## config.mk

```make
export PLATFORM = sky130hd
export DESIGN_NAME = debug_link_host
export DESIGN_NICKNAME = d
export VERILOG_FILES = /design/src/inc/debug_link_pkg.sv /design/src/debug_link_host.sv
export SDC_FILE = /design/constraint.sdc
export NUM_CORES = 1
export LEC_CHECK = 0
export ABC_AREA = 0
export ABC_CLOCK_PERIOD_IN_PS = 3750
export BUFFER_PORTS_ARGS = -buffer_cell sky130_fd_sc_hd__buf_2
export CAP_MARGIN = 10
export CORE_AREA = 3 3 140 142
export CTS_BUF_LIST = sky130_fd_sc_hd__clkbuf_4 sky130_fd_sc_hd__clkbuf_8
export DETAILED_ROUTE_END_ITERATION = 8
export DIE_AREA = 0 0 143 145
export HOLD_SLACK_MARGIN = 0.05
export MAX_ROUTING_LAYER = met4
export PLACE_DENSITY = 0.77
export SYNTH_ARGS = -nofsm -noshare
export SYNTH_HDL_FRONTEND = slang
export SYNTH_SLANG_ARGS = --single-unit
```

## constraint.sdc

```tcl
create_clock -name clock -period 3.75 [get_ports clock]
set_input_delay 0 -clock clock [delete_from_list [all_inputs] [get_ports clock]]
set_output_delay 0 -clock clock [all_outputs]
set_load 0.005 [all_outputs]
```

## src/inc/debug_link_pkg.sv

```systemverilog
// constants, types and register map of the debug link host controller
package debug_link_pkg;

	// software register offsets on the apb side
	localparam logic [7:0] OFS_CTRL   = 8'h00;
	localparam logic [7:0] OFS_INSTR  = 8'h04;
	localparam logic [7:0] OFS_ADDR   = 8'h08;
	localparam logic [7:0] OFS_WDATA  = 8'h0c;
	localparam logic [7:0] OFS_RDATA  = 8'h10;
	localparam logic [7:0] OFS_STATUS = 8'h14;

	// control register bit positions (write-one pulses)
	localparam int CTRL_START_BIT = 0;
	localparam int CTRL_BREAK_BIT = 1;

	// reset values
	localparam logic [7:0]  RST_INSTR = 8'h00;
	localparam logic [31:0] RST_WORD  = 32'h0000_0000;
	localparam logic [7:0]  RST_COUNT = 8'h00;

	// instruction byte field positions
	localparam int OP_MSB  = 7;
	localparam int OP_LSB  = 5;
	localparam int SIB_BIT = 2;

	// field encodings
	localparam logic [1:0] SZ_RESERVED = 2'h3;
	localparam logic [1:0] PTR_REG     = 2'h2;
	localparam logic [1:0] PTR_RES     = 2'h3;

	// frame lengths in bytes
	localparam logic [4:0] CS_BYTES      = 5'h01;
	localparam logic [4:0] KEY_BYTES_64  = 5'h08;
	localparam logic [4:0] KEY_BYTES_128 = 5'h10;

	// instruction opcodes
	typedef enum logic [2:0] {
		OP_LOAD_DIRECT      = 3'h0,
		OP_LOAD_INDIRECT    = 3'h1,
		OP_STORE_DIRECT     = 3'h2,
		OP_STORE_INDIRECT   = 3'h3,
		OP_LOAD_CTRL_STATUS = 3'h4,
		OP_REPEAT           = 3'h5,
		OP_STORE_CTRL_STATUS= 3'h6,
		OP_KEY_INFO         = 3'h7
	} op_e;

	// controller sequencing states, one-hot
	typedef enum logic [8:0] {
		S_IDLE  = 9'h001,
		S_TRAIN = 9'h002,
		S_INSTR = 9'h004,
		S_ADDR  = 9'h008,
		S_ACK1  = 9'h010,
		S_WDAT  = 9'h020,
		S_ACK2  = 9'h040,
		S_RDAT  = 9'h080,
		S_BRK   = 9'h100
	} state_e;

	// one character handed to the line phy
	typedef struct packed {
		logic       brk;
		logic [7:0] data;
	} link_tx_s;

endpackage

```

## src/debug_link_host.sv

```systemverilog
// host-side instruction sequencer for the single-wire debug link
// What this block does
// opcode in instruction bits 7..5, eight kinds
// address size 1, 2, 3 bytes; 11 reserved
// data size 1 or 2 bytes; 1x reserved
// key size 8/16 bytes; select key or info
// direct load sends address then awaits data
// direct repeats resend full address every time
// device handles addresses up to 24 bits
// direct store: address, ack, data, ack
// indirect load reads pointer target or pointer
// pointer load: indirect store, address, ack
// indirect store writes data, acks, may increment
// repeated store frames only after prior ack
// control/status load returns exactly one byte
// control/status store: one byte, no answer
// repeat count n runs next instruction n+1
// repeats skip header; no repeat of repeat
// only a break aborts a repeat run
// repeat value width follows data size
// training char before every non-implicit instruction
// host waits any delay for device answers
// device inserts guard idle bits before answers
// device error state ignores all but break
// reserved encodings count as protocol error
`timescale 1ns/10ps
`default_nettype none
module debug_link_host
	import debug_link_pkg::*;
#(
	parameter logic [7:0] TRAIN_CHAR = 8'h55, // training pattern, alternating bits
	parameter logic [7:0] ACK_CHAR   = 8'h40  // acknowledge character value
) (
	// clock and reset
	input  wire logic        clock,
	input  wire logic        rst_n,
	// apb slave
	input  wire logic        psel,
	input  wire logic        penable,
	input  wire logic        pwrite,
	input  wire logic [7:0]  paddr,
	input  wire logic [31:0] pwdata,
	output logic [31:0]      prdata,
	output logic             pready,
	output logic             pslverr,
	// characters toward the line phy
	output logic             link_tx_valid,
	output link_tx_s         link_tx,
	input  wire logic        link_tx_ready,
	// characters from the line phy
	input  wire logic        link_rx_valid,
	input  wire logic [7:0]  link_rx_data,
	// status
	output logic             busy
);
	// software-visible registers
	logic [7:0]  instr_reg_ff;  // instruction byte for the next header
	logic [31:0] addr_ff;       // address operand, low byte first on the wire
	logic [31:0] wdata_ff;      // store data, repeat count or key low half
	logic [31:0] rdata_ff;      // returned bytes, byte i at lane i mod 4
	logic [31:0] prdata_ff;     // read data captured in the setup phase
	logic        pslverr_ff;    // error answer captured in the setup phase
	logic        start_pend_ff; // start request waiting for idle
	logic        brk_pend_ff;   // break request waiting for the line
	// sequencer state
	state_e      st_ff, nxt_st;
	logic [7:0]  instr_ff;      // instruction latched for the whole run
	logic [4:0]  cnt_ff;        // byte index inside the current phase
	logic        tx_valid_ff;
	link_tx_s    tx_ff;
	logic        err_ff, nack_ff, refused_ff;
	logic [7:0]  rpt_left_ff;   // implicit iterations still owed
	logic        rpt_first_ff;  // next start is the first repeated one
	logic        rpt_run_ff;    // a repeat run is in progress
	// apb decode
	wire apb_setup = psel && !penable;
	wire apb_wr    = psel && penable && pwrite;
	wire hit_ctrl  = paddr == OFS_CTRL;
	wire hit_instr = paddr == OFS_INSTR;
	wire hit_addr  = paddr == OFS_ADDR;
	wire hit_wdata = paddr == OFS_WDATA;
	wire hit_rdata = paddr == OFS_RDATA;
	wire hit_stat  = paddr == OFS_STATUS;
	wire hit_any   = hit_ctrl || hit_instr || hit_addr || hit_wdata || hit_rdata || hit_stat;
	// status word
	wire implicit = rpt_run_ff && (rpt_left_ff != RST_COUNT);
	wire [31:0] status_word = {16'h0000, rpt_left_ff, 2'b00, implicit, rpt_run_ff,
		refused_ff, nack_ff, err_ff, busy};
	// read mux, selected by address priority chain
	logic [31:0] rd_mux;
	always_comb begin
		if (hit_instr) begin
			rd_mux = {24'h00_0000, instr_reg_ff};
		end else if (hit_addr) begin
			rd_mux = addr_ff;
		end else if (hit_wdata) begin
			rd_mux = wdata_ff;
		end else if (hit_rdata) begin
			rd_mux = rdata_ff;
		end else if (hit_stat) begin
			rd_mux = status_word;
		end else begin
			rd_mux = RST_WORD; // control and unmapped read as zero
		end
	end
	// instruction fields, taken from the software copy before a header run
	wire [7:0] instr_cur = (st_ff == S_IDLE && !implicit) ? instr_reg_ff : instr_ff;
	wire op_e  op        = op_e'(instr_cur[OP_MSB:OP_LSB]);
	wire ind       = op == OP_LOAD_INDIRECT || op == OP_STORE_INDIRECT;
	wire [1:0] sz_a    = ind ? instr_cur[1:0] : instr_cur[3:2];
	wire [1:0] sz_b    = instr_cur[1:0];
	wire [1:0] ptr_fld = instr_cur[3:2];
	wire ptr_reg   = ind && ptr_fld == PTR_REG;
	wire sib_sel   = instr_cur[SIB_BIT];
	// reserved encodings are refused before anything goes on the line
	wire bad_direct = (op == OP_LOAD_DIRECT || op == OP_STORE_DIRECT) && (sz_a == SZ_RESERVED || sz_b[1]);
	wire bad_ind    = ind && (ptr_fld == PTR_RES || (ptr_reg ? sz_a == SZ_RESERVED : sz_b[1]));
	wire bad_rpt    = op == OP_REPEAT && (sz_b[1] || rpt_first_ff);
	wire bad_key    = op == OP_KEY_INFO && sz_b[1];
	wire bad_instr  = bad_direct || bad_ind || bad_rpt || bad_key;
	// phase plan of the instruction
	wire has_addr = op == OP_LOAD_DIRECT || op == OP_STORE_DIRECT ||
		(op == OP_STORE_INDIRECT && ptr_reg);
	wire rx_op    = op == OP_LOAD_DIRECT || op == OP_LOAD_INDIRECT ||
		op == OP_LOAD_CTRL_STATUS || (op == OP_KEY_INFO && sib_sel);
	wire is_cs    = op == OP_LOAD_CTRL_STATUS || op == OP_STORE_CTRL_STATUS;
	wire [4:0] n_addr = {3'b000, sz_a} + 5'h01;
	wire [4:0] n_data = is_cs ? CS_BYTES :
		(op == OP_KEY_INFO) ? (sz_b[0] ? KEY_BYTES_128 : KEY_BYTES_64) :
		({3'b000, sz_b} + 5'h01);
	wire last_addr = cnt_ff == n_addr - 5'h01;
	wire last_data = cnt_ff == n_data - 5'h01;
	wire state_e ph0 = has_addr ? S_ADDR : (rx_op ? S_RDAT : S_WDAT);
	// handshakes
	wire tx_fire  = tx_valid_ff && link_tx_ready;
	wire start_go = start_pend_ff && st_ff == S_IDLE && !brk_pend_ff && !err_ff && !bad_instr;
	wire start_bad = start_pend_ff && st_ff == S_IDLE && !brk_pend_ff && !err_ff && bad_instr;
	wire ack_ok   = link_rx_valid && link_rx_data == ACK_CHAR;
	wire in_ack   = st_ff == S_ACK1 || st_ff == S_ACK2;
	wire nack     = in_ack && link_rx_valid && link_rx_data != ACK_CHAR;
	wire want_tx  = st_ff == S_TRAIN || st_ff == S_INSTR || st_ff == S_ADDR || st_ff == S_WDAT ||
		st_ff == S_BRK;
	wire brk_done = st_ff == S_BRK && tx_fire;
	wire finish   = nxt_st == S_IDLE && st_ff != S_IDLE && st_ff != S_BRK;
	// next state; answers are awaited for as long as they take
	always_comb begin
		nxt_st = st_ff;
		case (st_ff)
			S_IDLE: begin
				if (brk_pend_ff) begin
					nxt_st = S_BRK;
				end else if (start_go) begin
					nxt_st = implicit ? ph0 : S_TRAIN;
				end
			end
			S_TRAIN: if (tx_fire) begin
				nxt_st = S_INSTR;
			end
			S_INSTR: if (tx_fire) begin
				nxt_st = ph0;
			end
			S_ADDR: if (tx_fire && last_addr) begin
				nxt_st = (op == OP_LOAD_DIRECT) ? S_RDAT : S_ACK1;
			end
			S_ACK1: if (link_rx_valid) begin
				nxt_st = (ack_ok && op == OP_STORE_DIRECT) ? S_WDAT : S_IDLE;
			end
			S_WDAT: if (tx_fire && last_data) begin
				nxt_st = (op == OP_STORE_DIRECT || op == OP_STORE_INDIRECT) ? S_ACK2 : S_IDLE;
			end
			S_ACK2: if (link_rx_valid) begin
				nxt_st = S_IDLE;
			end
			S_RDAT: if (link_rx_valid && last_data) begin
				nxt_st = S_IDLE;
			end
			S_BRK: if (tx_fire) begin
				nxt_st = S_IDLE;
			end
			default: nxt_st = S_IDLE;
		endcase
		// a break request interrupts any phase once no character is on offer
		if (brk_pend_ff && !tx_valid_ff && st_ff != S_BRK) begin
			nxt_st = S_BRK;
		end
	end
	// byte to offer next
	wire [63:0] key_src = {addr_ff, wdata_ff};
	link_tx_s   tx_next;
	always_comb begin
		tx_next.brk  = 1'b0;
		tx_next.data = TRAIN_CHAR;
		case (st_ff)
			S_INSTR: tx_next.data = instr_ff;
			S_ADDR:  tx_next.data = addr_ff[{cnt_ff[1:0], 3'b000} +: 8];
			S_WDAT:  tx_next.data = (op == OP_KEY_INFO) ? key_src[{cnt_ff[2:0], 3'b000} +: 8] :
				wdata_ff[{cnt_ff[1:0], 3'b000} +: 8];
			S_BRK: begin
				tx_next.brk  = 1'b1;
				tx_next.data = 8'h00;
			end
			default: tx_next.data = TRAIN_CHAR;
		endcase
	end
	// apb register writes and captured read data
	always_ff @(posedge clock or negedge rst_n) begin
		if (!rst_n) begin
			instr_reg_ff <= RST_INSTR;
			addr_ff      <= RST_WORD;
			wdata_ff     <= RST_WORD;
			prdata_ff    <= RST_WORD;
			pslverr_ff   <= 1'b0;
		end else begin
			if (apb_setup) begin
				prdata_ff  <= rd_mux;
				pslverr_ff <= !hit_any;
			end
			if (apb_wr && hit_instr) instr_reg_ff <= pwdata[7:0];
			if (apb_wr && hit_addr) addr_ff <= pwdata;
			if (apb_wr && hit_wdata) wdata_ff <= pwdata;
		end
	end
	// command pulses are held until the sequencer takes them
	always_ff @(posedge clock or negedge rst_n) begin
		if (!rst_n) begin
			start_pend_ff <= 1'b0;
			brk_pend_ff   <= 1'b0;
		end else begin
			start_pend_ff <= (apb_wr && hit_ctrl && pwdata[CTRL_START_BIT]) ||
				(start_pend_ff && !start_go && !start_bad && !brk_done);
			brk_pend_ff   <= (apb_wr && hit_ctrl && pwdata[CTRL_BREAK_BIT]) ||
				(brk_pend_ff && st_ff != S_BRK);
		end
	end
	// sequencer registers and byte index
	always_ff @(posedge clock or negedge rst_n) begin
		if (!rst_n) begin
			st_ff    <= S_IDLE;
			cnt_ff   <= 5'h00;
			instr_ff <= RST_INSTR;
		end else begin
			st_ff  <= nxt_st;
			cnt_ff <= (nxt_st != st_ff) ? 5'h00 :
				((tx_fire || (st_ff == S_RDAT && link_rx_valid)) ? cnt_ff + 5'h01 : cnt_ff);
			if (start_go && !implicit) instr_ff <= instr_reg_ff;
		end
	end
	// output character stage; a loaded character stays until the phy takes it
	always_ff @(posedge clock or negedge rst_n) begin
		if (!rst_n) begin
			tx_valid_ff <= 1'b0;
			tx_ff       <= '0;
		end else if (tx_fire) begin
			tx_valid_ff <= 1'b0;
		end else if (want_tx && !tx_valid_ff && !(brk_pend_ff && st_ff != S_BRK)) begin
			tx_valid_ff <= 1'b1;
			tx_ff       <= tx_next;
		end
	end
	// returned bytes land at their lane
	always_ff @(posedge clock or negedge rst_n) begin
		if (!rst_n) begin
			rdata_ff <= RST_WORD;
		end else if (start_go) begin
			rdata_ff <= RST_WORD;
		end else if (st_ff == S_RDAT && link_rx_valid) begin
			rdata_ff[{cnt_ff[1:0], 3'b000} +: 8] <= link_rx_data;
		end
	end
	// error flags; set wins over the break that clears them
	always_ff @(posedge clock or negedge rst_n) begin
		if (!rst_n) begin
			err_ff     <= 1'b0;
			nack_ff    <= 1'b0;
			refused_ff <= 1'b0;
		end else begin
			err_ff     <= nack || start_bad || (err_ff && !brk_done);
			nack_ff    <= nack || (nack_ff && !brk_done);
			refused_ff <= start_bad || (refused_ff && !brk_done);
		end
	end
	// repeat bookkeeping: the run owes count further implicit iterations
	always_ff @(posedge clock or negedge rst_n) begin
		if (!rst_n) begin
			rpt_left_ff  <= RST_COUNT;
			rpt_first_ff <= 1'b0;
			rpt_run_ff   <= 1'b0;
		end else if (brk_done) begin
			rpt_left_ff  <= RST_COUNT;
			rpt_first_ff <= 1'b0;
			rpt_run_ff   <= 1'b0;
		end else if (finish && op == OP_REPEAT) begin
			rpt_left_ff  <= wdata_ff[7:0];
			rpt_first_ff <= 1'b1;
		end else if (start_go) begin
			if (implicit) begin
				rpt_left_ff <= rpt_left_ff - 8'h01;
			end else begin
				rpt_run_ff   <= rpt_first_ff;
				rpt_first_ff <= 1'b0;
			end
		end
	end
	// port drive
	assign prdata        = prdata_ff;
	assign pslverr       = pslverr_ff;
	assign pready        = 1'b1;
	assign link_tx_valid = tx_valid_ff;
	assign link_tx       = tx_ff;
	assign busy          = st_ff != S_IDLE;
endmodule
`default_nettype wire

```

# --- Word level (Yosys, flattened, before mapping) ---
# Cells that the tools add are included.
op_classes:
  add_sub_neg: 7
  eq_ne: 35
  n_shift: 5
  muxes: 51
  n_bitwise: 1
  reduce_logical: 103
ops:
  columns: ["op", "count"]
  rows:
  - ["2-to-1 mux 32 bit", 6]
  - ["2-to-1 mux 9 bit", 11]
  - ["case mux 9 bit (9 select lines)", 1]
  - ["2-to-1 mux 8 bit", 10]
  - ["indexed part select 32 x 6 -> 8 bit", 2]
  - ["indexed part select 64 x 7 -> 8 bit", 1]
  - ["logical AND 1 bit", 48]
  - ["bitwise mux 32 bit", 1]
  - ["case mux 8 bit (4 select lines)", 1]
  - ["variable shift 8 x 7 -> 32 bit, first input constant", 1]
  - ["indexed part select 8 x 7 -> 32 bit", 1]
  - ["logical OR 1 bit", 31]
  - ["2-to-1 mux 5 bit", 5]
  - ["equality test 9 x 1 -> 1 bit, second input constant", 2]
  - ["equality test 8 x 4 -> 1 bit, second input constant", 2]
  - ["equality test 8 x 5 -> 1 bit, second input constant", 2]
  - ["2-to-1 mux 16 bit", 1]
  - ["equality test 3 bit, second input constant", 4]
  - ["2-to-1 mux 1 bit", 12]
  - ["logical NOT 1 bit", 11]
  - ["equality test 5 bit", 2]
  - ["equality test 9 x 2 -> 1 bit, second input constant", 1]
  - ["equality test 9 x 3 -> 1 bit, second input constant", 1]
  - ["equality test 9 x 4 -> 1 bit, second input constant", 1]
  - ["other kinds (34)", 44]
totals:
  reg_bits: 184
  input_bits: 55
  out_inout_bits: 45
  elab_cells: 222

# --- Logic depth before layout (Yosys ltp) ---
# Gate-level depths: netlist (run 1).
depth:
  depth_word: 27
  depth_mapped: 19
  ltp_nobuf: 15

# --- Worst setup path after synthesis (run 1) ---
# No wires, ideal clock.
synth_timing:
  path_kind: "register -> register"
  from: "register rpt_left_ff[0]"
  to: "register cnt_ff[0]"
  setup_ns: 0.138
  arrival_time_ns: 3.479
  t_required_ns: 3.612
  setup_slack_ns: 0.133
  path_stages_with_launch: 17
  path_buffers: 1
  path_cell_list: "dfrtp_1 > inv_1 > ha_1 > or3b_2 > o21ai_2 > nand2_1 > buf_2 > a211oi_1 > a31oi_1 > ha_1 > xnor2_1 > a211oi_1 > o211ai_1 > nor2_1 > o221ai_1 > a31oi_1 > nor3_1"
synth_between:
  elab_chain_len: 23
  elab_cells_between_ends: 72
synth_lines:
  columns: ["element", "line_no", "text"]
  rows:
  - ["start, declared", "debug_link_host.sv:72", "logic [7:0] rpt_left_ff;"]
  - ["start signal, assigned", "debug_link_host.sv:293", "rpt_left_ff <= wdata_ff[7:0];"]
  - ["start signal, assigned", "debug_link_host.sv:297", "rpt_left_ff <= rpt_left_ff - 8'h01;"]
  - ["nonzero test 8 bit (*)", "debug_link_host.sv:86", "wire implicit = rpt_run_ff && (rpt_left_ff != RST_COUNT);"]
  - ["logical AND 1 bit (*)", "debug_link_host.sv:86", null]
  - ["parallel branches: the longest is 17 deep, another holds subtractor 3 x 1 -> 4 bit", null, null]
  - ["case mux 9 bit (9 select lines) (*)", "debug_link_host.sv:148", "case (st_ff)"]
  - ["2-to-1 mux 9 bit (*)", "debug_link_host.sv:183", "if (brk_pend_ff && !tx_valid_ff && st_ff != S_BRK) begin"]
  - ["!= test 9 bit (*)", "debug_link_host.sv:243", "cnt_ff <= (nxt_st != st_ff) ? 5'h00 :"]
  - ["2-to-1 mux 5 bit / nonzero test 2 bit (equally long branches)", null, null]
  - ["end signal, assigned", "debug_link_host.sv:243", null]
  - ["end, declared", "debug_link_host.sv:68", "logic [4:0] cnt_ff;"]
# Every way passes the cells marked *.
# A chain may end at the register's enable or synchronous reset.

# --- Final worst setup path (run 1) ---
layout_timing:
  from: "register rpt_left_ff[1]"
  to: "register cnt_ff[0]"
# Same word-level chain as after synthesis.

==> results of run 1 <==
## area by class of cell
class	count	area [µm²]
sequential	184	4610
tap	234	293
multi-input combinational	710	5180
clock buffer	17	234
clock inverter	15	226
inverter	11	41.3
fill	1438	6720
timing repair buffer	186	1280
## cell families after synthesis
group | count (synthesis) | share of synthesized area, %
buffers and inverters | 85 | 3.54
muxes | 125 | 15.5
adders and majority gates | 8 | 0.995
and+or+nand+nor | 288 | 14.3
DFF | 184 | 45.8
AOI/OAI and AO/OA | 270 | 18.3
other | 1 | 0.0373
xor gates and xnor gates | 18 | 1.57
## cell usage in the layout, fill, tap and decap left out, drive strengths merged, types with 21 or more instances in the layout
cell         instances
nand2               90
o21ai               49
a21oi               65
a22oi               49
dlygate4sd3         43
dfrtp              183
buf                142
mux2                88
nor2                73
nand3               25
nor3                25
mux2i               21
## worst max path at each step
stage                        start   endpoint  slack, ns  cells after the start
detailed placement  rpt_left_ff[1]  cnt_ff[4]      -0.02                     15
global route        rpt_left_ff[1]  cnt_ff[0]     -0.001                     17
finish              rpt_left_ff[1]  cnt_ff[0]       0.19                     15
global placement    rpt_left_ff[1]  cnt_ff[2]       0.08                     15
floorplan           rpt_left_ff[0]  cnt_ff[0]       0.13                     16
CTS                 rpt_left_ff[1]  cnt_ff[4]       0.03                     15
## cell usage after synthesis (all sizes together), types with 4 or more instances
cell type | number | area, µm²
a21o | 16 | 120
nor4b | 7 | 73.8
a21oi | 65 | 333
nor2 | 73 | 282
a31oi | 6 | 37.5
nand2 | 90 | 338
mux2 | 88 | 991
nand2b | 11 | 68.8
nand4 | 6 | 37.5
buf | 18 | 105
nor3b | 8 | 60.1
and3 | 10 | 62.6
o21a | 8 | 67.6
xnor2 | 11 | 96.3
o31ai | 4 | 48.8
dfrtp | 183 | 4580
clkbuf | 56 | 210
mux4 | 16 | 360
xor2 | 7 | 61.3
or3 | 6 | 37.5
or4 | 4 | 33.8
a221oi | 18 | 158
o21ai | 49 | 249
inv | 11 | 41.3
nor2b | 7 | 43.8
mux2i | 21 | 210
nand3 | 25 | 125
a211oi | 16 | 120
a22oi | 49 | 368
nor3 | 25 | 135
o221ai | 9 | 78.8
ha | 8 | 100
## routing by layer
| metal | global-route usage, % | routed length (µm) | vias to the layer above | share of wire, % |
|---|---|---|---|---|
| met3 | 5.80 | 2670 | 115 | 8.0 |
| met1 | 41.7 | 12600 | 4440 | 38 |
| li1 | - | - | 3904 | - |
| met4 | 15.4 | 1870 | 0 | 5.6 |
| met5 | - | 0 | - | 0 |
| met2 | 53.8 | 16100 | 509 | 49 |
## through the flow
| step | hold WS, ns | worst slack (ns) | utilization [%] |
|---|---|---|---|
| 2_1_floorplan | -0.296 | 0.133 | - |
| 3_3_place_gp | 0.205 | 0.0834 | 58.6 |
| 3_5_place_dp | 0.203 | -0.0235 | 58.6 |
| 4_1_cts | 0.0655 | 0.0309 | 63.5 |
| 5_1_grt | 0.0932 | -0.00135 | 63.8 |
| 6_report | 0.0681 | 0.193 | 63.8 |
## critical path: stages, from the launching register on
cell	delay [ns]
dfrtp_1	0.42
inv_1	0.06
ha_1	0.19
or3b_4	0.44
o21a_4	0.30
nor2_4	0.12
or3_1	0.12
o31ai_1	0.07
ha_1	0.29
xnor2_1	0.13
a211oi_2	0.22
o211ai_1	0.17
nor2_2	0.24
o221ai_1	0.25
a31oi_4	0.33
nor3_1	0.09
## where the power goes
group / total (mW) / internal, mW / switching (mW)
clock: 1.50 / 0.643 / 0.859
combinational: 0.692 / 0.284 / 0.408
sequential: 2.12 / 2.06 / 0.0651
## repair_timing
item	CTS	global route
setup buffers	1	1
endpoints found under the hold margin	230	0
hold buffers	43	0
gates resized for setup	1	12
setup endpoints to repair	5	16
pin swaps	1	2
## flip-flops by register name (all words and copies together), names as in the netlist, 5 cells and up
signal and cells:
addr_ff 32, cnt_ff 5, instr_ff 8, instr_reg_ff 8, link_tx 9, prdata 32, rdata_ff 32, rpt_left_ff 8
st_ff 9, wdata_ff 32
==> run metrics, run 1 <==
number of DRC markers in iteration 0=918; WP data arrival=3.93 ns; global-route total usage across every layer=33.6%; Crit Path Max Fanout=12; Power Dens Cells=364 nW/µm²; clock-pin slew on the worst setup and hold paths=0.12 ns; initial core utilization=54.2%; dominant synthesized flop cell=dfrtp_1; mean post-synth cell area=10.3 µm²; static power due to leakage=5.47 nW; post-synthesis cell area=10,100 µm²; half-perimeter wire length of the detailed placement result=24,200 µm; TritonCTS clock tree=done; maximum clock frequency=0.281 GHz; Cell Rows=50; R2R setup slack=0.19 ns; total die area=20,700 µm²; Worst IR Drop VDD=0.267 mV; transition time of the tightest slew-check pin=1.04 ns; count of yosys warnings during synthesis=0; cell depth of the worst min-delay path=5; Chip Width=143 µm; hold violation count in the final report=0; Rel. slew slack=30.7%; final net count=1,173; number of cells in the design after placement=1,280; final standard cell area without fillers=11,900 µm²; number of global-route vias before repair=8,948; number of max-cap violations=0; final-layout setup total negative slack=0 ns; Reg-to-Reg Start=rpt_left_ff[1]; destination of the worst hold path=pslverr; Worst Min Path Start=paddr[0]; worst flop-to-flop path endpoint=cnt_ff[0]; Crit path required time=4.12 ns; total count of max-transition violations in the final report=0; first-pass GRT wire length=52,100 µm; via count of the routed design=8,968; clock tree buffer depth=2; final non-filler cell total=1,357; initial antenna violation count=0; critical path type=reg -> reg; overall power=4.31 mW; sequential share of the synthesized area=45.8%; Post-synth EDFFs=0; Clk Latency, worst-skew pair=0.49 ns; Boundary Pins=100; Clock H-tree levels=4; element type at the critical path end=flip-flop; number of vias per cell=6.61; DRC violations left=0; synthesis-to-finish area growth=17.8%; worst clock skew=0.0234 ns; Net Count, Synth=1,042; Core ar.=18,600 µm²; run status=finished clean; synthesis-stage register bit count=184; Post-synth ARST share=100%; first-pass iteration count of the detailed router=6; shortest period the worst path allows=3.56 ns; gate count after technology mapping=979; die boundary height=145 µm; diode count=0; portion of the clock cycle consumed by the worst path in the final layout=94.9%; Netlist cell types=79; maximum number of pins on one net before global-route repair=123; type of origin of the critical path=flip-flop; number of failing setup endpoints in the final timing report=0; share of cells above drive strength 1=27.6%; placed standard-cell area=10,900 µm²; aggregate routed wire length=33,300 µm; worst r2r path cells=15; Port Buf Inserts=98; root buffer selected by CTS=clkbuf_8; sink count of the clock tree=184; number of nets with antenna violations after routing=0; final weighted congestion in routability-driven placement=1.07; mean routed wirelength per cell=24.5 µm; Overflow after GRT=0; clock buffers created by TritonCTS=17; classification of the worst-slack hold path=in -> reg
Power figures use the tool's default switching activity.
==> run 2: changes to the inputs <==
==> constraint.sdc (replaced) <==
create_clock -name clock -period 3.75 [get_ports clock]
set_input_delay 0.5625 -clock clock [delete_from_list [all_inputs] [get_ports clock]]
set_output_delay 0.5625 -clock clock [all_outputs]
set_load 0.005 [all_outputs]
==> run 2 against run 1 <==
Via count fell by 2.3%. Critical path type unchanged. Sequential power about the same. Largest power group unchanged. Clock-buffer cell count unchanged. Global-route usage shrank 2.0 points.
==> run metrics, run 2 (same netlist as run 1, synthesis figures left out) <==
aggregate routed wire length=31,700 µm (-4.8%); clock buffers created by TritonCTS=17 (unchanged); half-perimeter wire length of the detailed placement result=23,600 µm (-2.3%); worst clock skew=0.0185 ns (-0.00488 ns); run status=finished clean; synthesis-to-finish area growth=13.0%; total count of max-transition violations in the final report=0 (unchanged); Crit path required time=4.16 ns (+0.04 ns); initial antenna violation count=0 (unchanged); diode count=0 (unchanged); Power Dens Cells=361 nW/µm² (-0.83%); sink count of the clock tree=184 (unchanged); number of vias per cell=6.66 (+0.78%); number of cells in the design after placement=1,282 (+0.16%); final non-filler cell total=1,315 (-3.1%); number of failing setup endpoints in the final timing report=0 (unchanged); share of cells above drive strength 1=28.9% (+1.3 points); placed standard-cell area=10,900 µm² (+0.25%); first-pass GRT wire length=49,300 µm (-5.5%); Boundary Pins=100 (unchanged); WP data arrival=3.97 ns (+0.04 ns); number of max-cap violations=0 (unchanged); worst flop-to-flop path endpoint=cnt_ff[4]; mean routed wirelength per cell=24.1 µm (-1.8%); Reg-to-Reg Start=st_ff[8]; highest-count cells in the layout ignoring fill and taps=dfrtp_1, buf_2, nand2_1; worst setup path start=st_ff[8]; Rel. slew slack=36.0% (+5.4 points); hold buffer count at CTS=0 (-100%); Clock H-tree levels=4 (unchanged); static power due to leakage=5.27 nW (-3.7%); number of DRC markers in iteration 0=1,027 (+12%); largest stage delay on the critical path=0.52 ns (+0.08 ns); worst r2r path cells=15 (unchanged); logic depth of the worst setup path including buffers=15 (unchanged); routed length on met3=2760 µm (+3.4%); most frequent standard cell in the layout excluding fill and tap cells=dfrtp_1; Overflow after GRT=0 (unchanged); first-pass iteration count of the detailed router=6 (unchanged); routed metal-1 wirelength=12,500 µm (-1.0%); maximum clock frequency=0.280 GHz (-0.27%); Port Buf Inserts=98 (unchanged); initial core utilization=54.2% (unchanged); portion of the clock cycle consumed by the worst path in the final layout=95.1% (+0.25 points); root buffer selected by CTS=clkbuf_8; global-route total usage across every layer=31.7% (-2.0 points); critical path type=reg -> reg; top routing layer in use=met4; Cell Rows=50 (unchanged); shortest period the worst path allows=3.57 ns (+0.00952 ns); final weighted congestion in routability-driven placement=1.07 (+0.62%); clock tree buffer depth=2 (unchanged); final net count=1,131 (-3.6%); Critical path destination=cnt_ff[4]; clock-pin slew on the worst setup and hold paths=0.11 ns (about the same); Worst IR Drop VDD=0.236 mV (-12%); sum of met2 wire segment lengths after detailed routing=14,900 µm (-7.8%); classification of the worst-slack hold path=in -> async; number of global-route vias before repair=8,389 (-6.2%); total die area=20,700 µm² (unchanged); final-layout setup total negative slack=0 ns (unchanged); Critical path buffers and inverters=2 (+1); R2R setup slack=0.18 ns (about the same); Cell Chain, Critical Path=nor4_4, and4_2, nand2_2, a211oi_2, a31oi_2, ha_1, xnor2_1, a211oi_2, o211ai_1, o31ai_2, buf_4, xnor2_1, o211ai_1, buf_4, nor3_2; Core ar.=18,600 µm² (unchanged); Chip Width=143 µm (unchanged); element type at the critical path end=flip-flop; number of nets with antenna violations after routing=0 (unchanged); type of origin of the critical path=flip-flop; hold violation count in the final report=0 (unchanged); DRC violations left=0 (unchanged); Clk Latency, worst-skew pair=0.48 ns (about the same); TritonCTS clock tree=done; maximum number of pins on one net before global-route repair=83 (-33%); Crit Path Max Fanout=9 (-3); critical path's slowest cell=dfrtp_1; largest delay contributor family on the critical path=compound AO/OA/AOI/OAI gates; via count of the routed design=8,758 (-2.3%); transition time of the tightest slew-check pin=0.959 ns (-0.0805 ns); die boundary height=145 µm (unchanged); final standard cell area without fillers=11,400 µm² (-4.1%); tightest hold margin=0.0972 ns (+0.0290 ns)
==> run 2: what timing repair did <==
item                       CTS  global route
buffers inserted             0             1
resized for setup            0            12
setup endpoints to repair    0            16
==> run 2: worst reg2reg max path, cell delays in order, from the launching register on <==
cell      delay, ns
dfrtp_1        0.52
nor4_4         0.38
and4_2         0.37
nand2_2        0.11
a211oi_2       0.22
a31oi_2        0.06
ha_1           0.32
xnor2_1        0.14
a211oi_2       0.21
o211ai_1       0.16
o31ai_2        0.26
buf_4          0.17
xnor2_1        0.12
o211ai_1       0.13
buf_4          0.19
nor3_2         0.15
==> run 2: routing by layer <==
layer,GRT usage [%],up-vias
met3,5.83,105
met4,13.5,0
met5,-,-
met1,41.7,4336
li1,-,3813
met2,48.1,504
==> run 2: where the power goes <==
group	switching (mW)	internal, mW	leakage [nW]
Clock	0.833	0.501	0.195
Sequential	0.0638	2.05	2.52
Combinational	0.387	0.264	2.55
==> run 2: through the flow <==
stage	total power, mW	util [%]	setup WS (ns)
2_1_floorplan	2.48	-	0.133
3_3_place_gp	2.76	58.8	0.160
3_5_place_dp	2.77	58.8	0.0223
4_1_cts	4.08	60.9	0.0135
5_1_grt	4.27	61.2	-0.0203
6_report	4.10	61.2	0.183
==> run 2: worst min path at each step <==
stage,cells after the start,slack [ns],endpoint,from
floorplan,0,0.27,addr_ff[0],rst_n
global placement,1,0.46,prdata[14],prdata[14]
detailed placement,1,0.46,prdata[13],prdata[13]
CTS,1,0.11,st_ff[3],rst_n
global route,1,0.13,st_ff[3],rst_n
finish,1,0.1,st_ff[3],rst_n
==> run 2: final cells by class <==
type | instances | area, µm²
fill | 1512 | 7210
multi-input combinational | 710 | 5170
sequential | 184 | 4610
timing repair buffer | 144 | 870
tap | 234 | 293
clock buffer | 17 | 234
clock inverter | 15 | 160
inverter | 11 | 41.3
==> run 3: changes to the inputs <==
--- a/config.mk
+++ b/config.mk
@@ -9,13 +9,15 @@
 export ABC_CLOCK_PERIOD_IN_PS = 3750
 export BUFFER_PORTS_ARGS = -buffer_cell sky130_fd_sc_hd__buf_2
 export CAP_MARGIN = 10
-export CORE_AREA = 3 3 140 142
+export CELL_PAD_IN_SITES_DETAIL_PLACEMENT = 1
+export CELL_PAD_IN_SITES_GLOBAL_PLACEMENT = 1
+export CORE_AREA = 3 3 156 158
 export CTS_BUF_LIST = sky130_fd_sc_hd__clkbuf_4 sky130_fd_sc_hd__clkbuf_8
 export DETAILED_ROUTE_END_ITERATION = 8
-export DIE_AREA = 0 0 143 145
+export DIE_AREA = 0 0 159 161
 export HOLD_SLACK_MARGIN = 0.05
 export MAX_ROUTING_LAYER = met4
-export PLACE_DENSITY = 0.77
+export PLACE_DENSITY = 0.78
 export SYNTH_ARGS = -nofsm -noshare
 export SYNTH_HDL_FRONTEND = slang
 export SYNTH_SLANG_ARGS = --single-unit
==> run 3 against run 2 <==
Clock power grew 9.8%. Sequential share of layout area shrank 0.62 points. Largest cell class unchanged. Flip-flop and latch count is the same. Cell area grew 1.6%. Routed wire length grew 14%. Clock skew grew 0.018 ns. Core utilization shrank 12 points. Non-clock buffer count shrank 1. Highest routed layer unchanged.
==> run metrics, run 3 (same netlist as run 1, synthesis figures left out) <==
clock-pin slew on the worst setup and hold paths=0.12 ns (about the same); smallest setup slack after layout=0.135 ns (-0.0480 ns); Chip Width=159 µm (+11%); maximum number of pins on one net before global-route repair=98 (+18%); Crit path required time=4.15 ns (about the same); Core ar.=23,300 µm² (+25%); final net count=1,130 (-0.088%); hold violation count in the final report=0 (unchanged); TritonCTS clock tree=done; number of DRC markers in iteration 0=818 (-20%); highest-count cells in the layout ignoring fill and taps=dfrtp_1, buf_2, nand2_1, mux2_2, nor2_1; total die area=25,600 µm² (+23%); classification of the worst-slack hold path=in -> async; Boundary Pins=100 (unchanged); first-pass GRT wire length=55,800 µm (+13%); sink count of the clock tree=184 (unchanged); run status=finished clean; initial antenna violation count=0 (unchanged); half-perimeter wire length of the detailed placement result=27,000 µm (+14%); final core utilization=49.6% (-12 points); mean routed wirelength per cell=25.8 µm (+7.2%); number of failing setup endpoints in the final timing report=0 (unchanged); number of vias per cell=6.31 (-5.3%); placed standard-cell area=11,000 µm² (+1.2%); share of cells above drive strength 1=28.7% (-0.16 points); maximum clock frequency=0.277 GHz (-1.3%); static power due to leakage=5.28 nW (+0.13%); clock tree buffer depth=2 (unchanged); number of max-cap violations=0 (unchanged); synthesis-to-finish area growth=14.7%; total count of max-transition violations in the final report=0 (unchanged); hold buffer count at CTS=0 (unchanged); Cell Rows=56 (+12%); global-route total usage across every layer=29.0% (-2.6 points); WP data arrival=4.01 ns (+0.04 ns); diode count=0 (unchanged); aggregate routed wire length=36,100 µm (+14%); shortest period the worst path allows=3.61 ns (+0.0480 ns); final weighted congestion in routability-driven placement=1.03 (-4.0%); Setup WS pre-CTS=-0.00481 ns (-0.0271 ns); via count of the routed design=8,827 (+0.79%); Power Dens Cells=368 nW/µm² (+2.0%); critical path type=reg -> reg; type of origin of the critical path=flip-flop; Port Buf Inserts=98 (unchanged); number of cells in the design after placement=1,365 (+6.5%); most frequent standard cell in the layout excluding fill and tap cells=dfrtp_1; Rel. slew slack=33.3% (-2.7 points); element type at the critical path end=flip-flop; number of global-route vias before repair=9,232 (+10%); transition time of the tightest slew-check pin=0.998 ns (+0.0391 ns); Crit Path Max Fanout=12 (+3); Overflow after GRT=0 (unchanged); Clock H-tree levels=4 (unchanged); Worst IR Drop VDD=0.187 mV (-21%); portion of the clock cycle consumed by the worst path in the final layout=96.4% (+1.3 points); final standard cell area without fillers=11,500 µm² (+1.6%); clock buffers created by TritonCTS=17 (unchanged); number of nets with antenna violations after routing=0 (unchanged); die boundary height=161 µm (+11%); initial core utilization=43.3% (-11 points); first-pass iteration count of the detailed router=5 (-1); DRC violations left=0 (unchanged); root buffer selected by CTS=clkbuf_8; worst clock skew=0.0363 ns (+0.0179 ns); final non-filler cell total=1,399 (+6.4%); Clk Latency, worst-skew pair=0.50 ns (+0.02 ns)
==> run 3: changes by cell type in the layout (fill, tap and decap cells not counted), moves of 3 or more <==
| cell | change |
|---|---|
| buf_12 | +3 |
| buf_4 | -4 |
| inv_12 | +3 |
| clkinv_8 | +4 |
==> run 3: final timing paths <==
| path | startpoint | to | slack [ns] | cells past startpoint |
|---|---|---|---|---|
| worst max-delay path | rpt_left_ff[1] | cnt_ff[0] | 0.14 | 17 |
| worst min-delay path | rst_n | link_tx[2] | 0.11 | 1 |
| worst max register to register | rpt_left_ff[1] | cnt_ff[0] | 0.14 | 17 |
| worst min register to register | link_tx[8] | link_tx[8] | 0.48 | 2 |
| max in group asynchronous | rst_n | st_ff[0] | 2.70 | 2 |
| min in group clock | pwdata[24] | wdata_ff[24] | 0.29 | 2 |
==> run 3: repair_timing <==
item	in CTS	in global routing
buffers inserted	0	2
gates resized for setup	0	10
hold endpoints to repair	0	0
endpoints found under the setup margin	4	17
pin swaps	1	3
==> run 3: critical path: stages, from the launching register on <==
cell      delay [ns]
dfrtp_1         0.44
inv_1           0.08
ha_1            0.19
or3b_4          0.44
o21a_4          0.30
nor2_4          0.12
or3_1           0.13
o31ai_2         0.07
ha_1            0.29
xnor2_1         0.14
a211oi_2        0.20
o211ai_1        0.15
o31ai_2         0.26
buf_4           0.16
xnor2_1         0.12
o211ai_1        0.10
buf_4           0.17
nor3_1          0.18
==> run 3: metal layers <==
metal | global-route usage (%) | vias to the layer above | part of all wire [%]
met5 | - | - | 0
met4 | 11.8 | 0 | 4.3
met3 | 4.59 | 86 | 6.4
met2 | 47.5 | 381 | 49
met1 | 36.4 | 4562 | 40
li1 | - | 3798 | -
==> run 3: layout make-up <==
cell class / count / area (µm²)
multi-input combinational: 710 / 5150
inverter: 11 / 41.3
tap: 319 / 399
clock buffer: 17 / 234
fill: 2626 / 11700
sequential: 184 / 4610
timing repair buffer: 143 / 900
clock inverter: 15 / 213
==> run 3: power by group <==
group / total, mW / switching, mW / internal (mW)
logic: 0.659 / 0.398 / 0.261
registers: 2.13 / 0.0729 / 2.06
clock network: 1.46 / 0.927 / 0.537
total: 4.25 / 1.40 / 2.85
==> run 3: per-stage QoR <==
step                       TNS, ns  hold WS [ns]  power [mW]
after floorplan                  0         0.267        2.48
after CTS                        0         0.161        4.23
after global placement           0         0.458        2.76
after global routing        -0.118         0.175        4.41
final                            0         0.114        4.25
after detailed placement  -0.00481         0.465        2.78
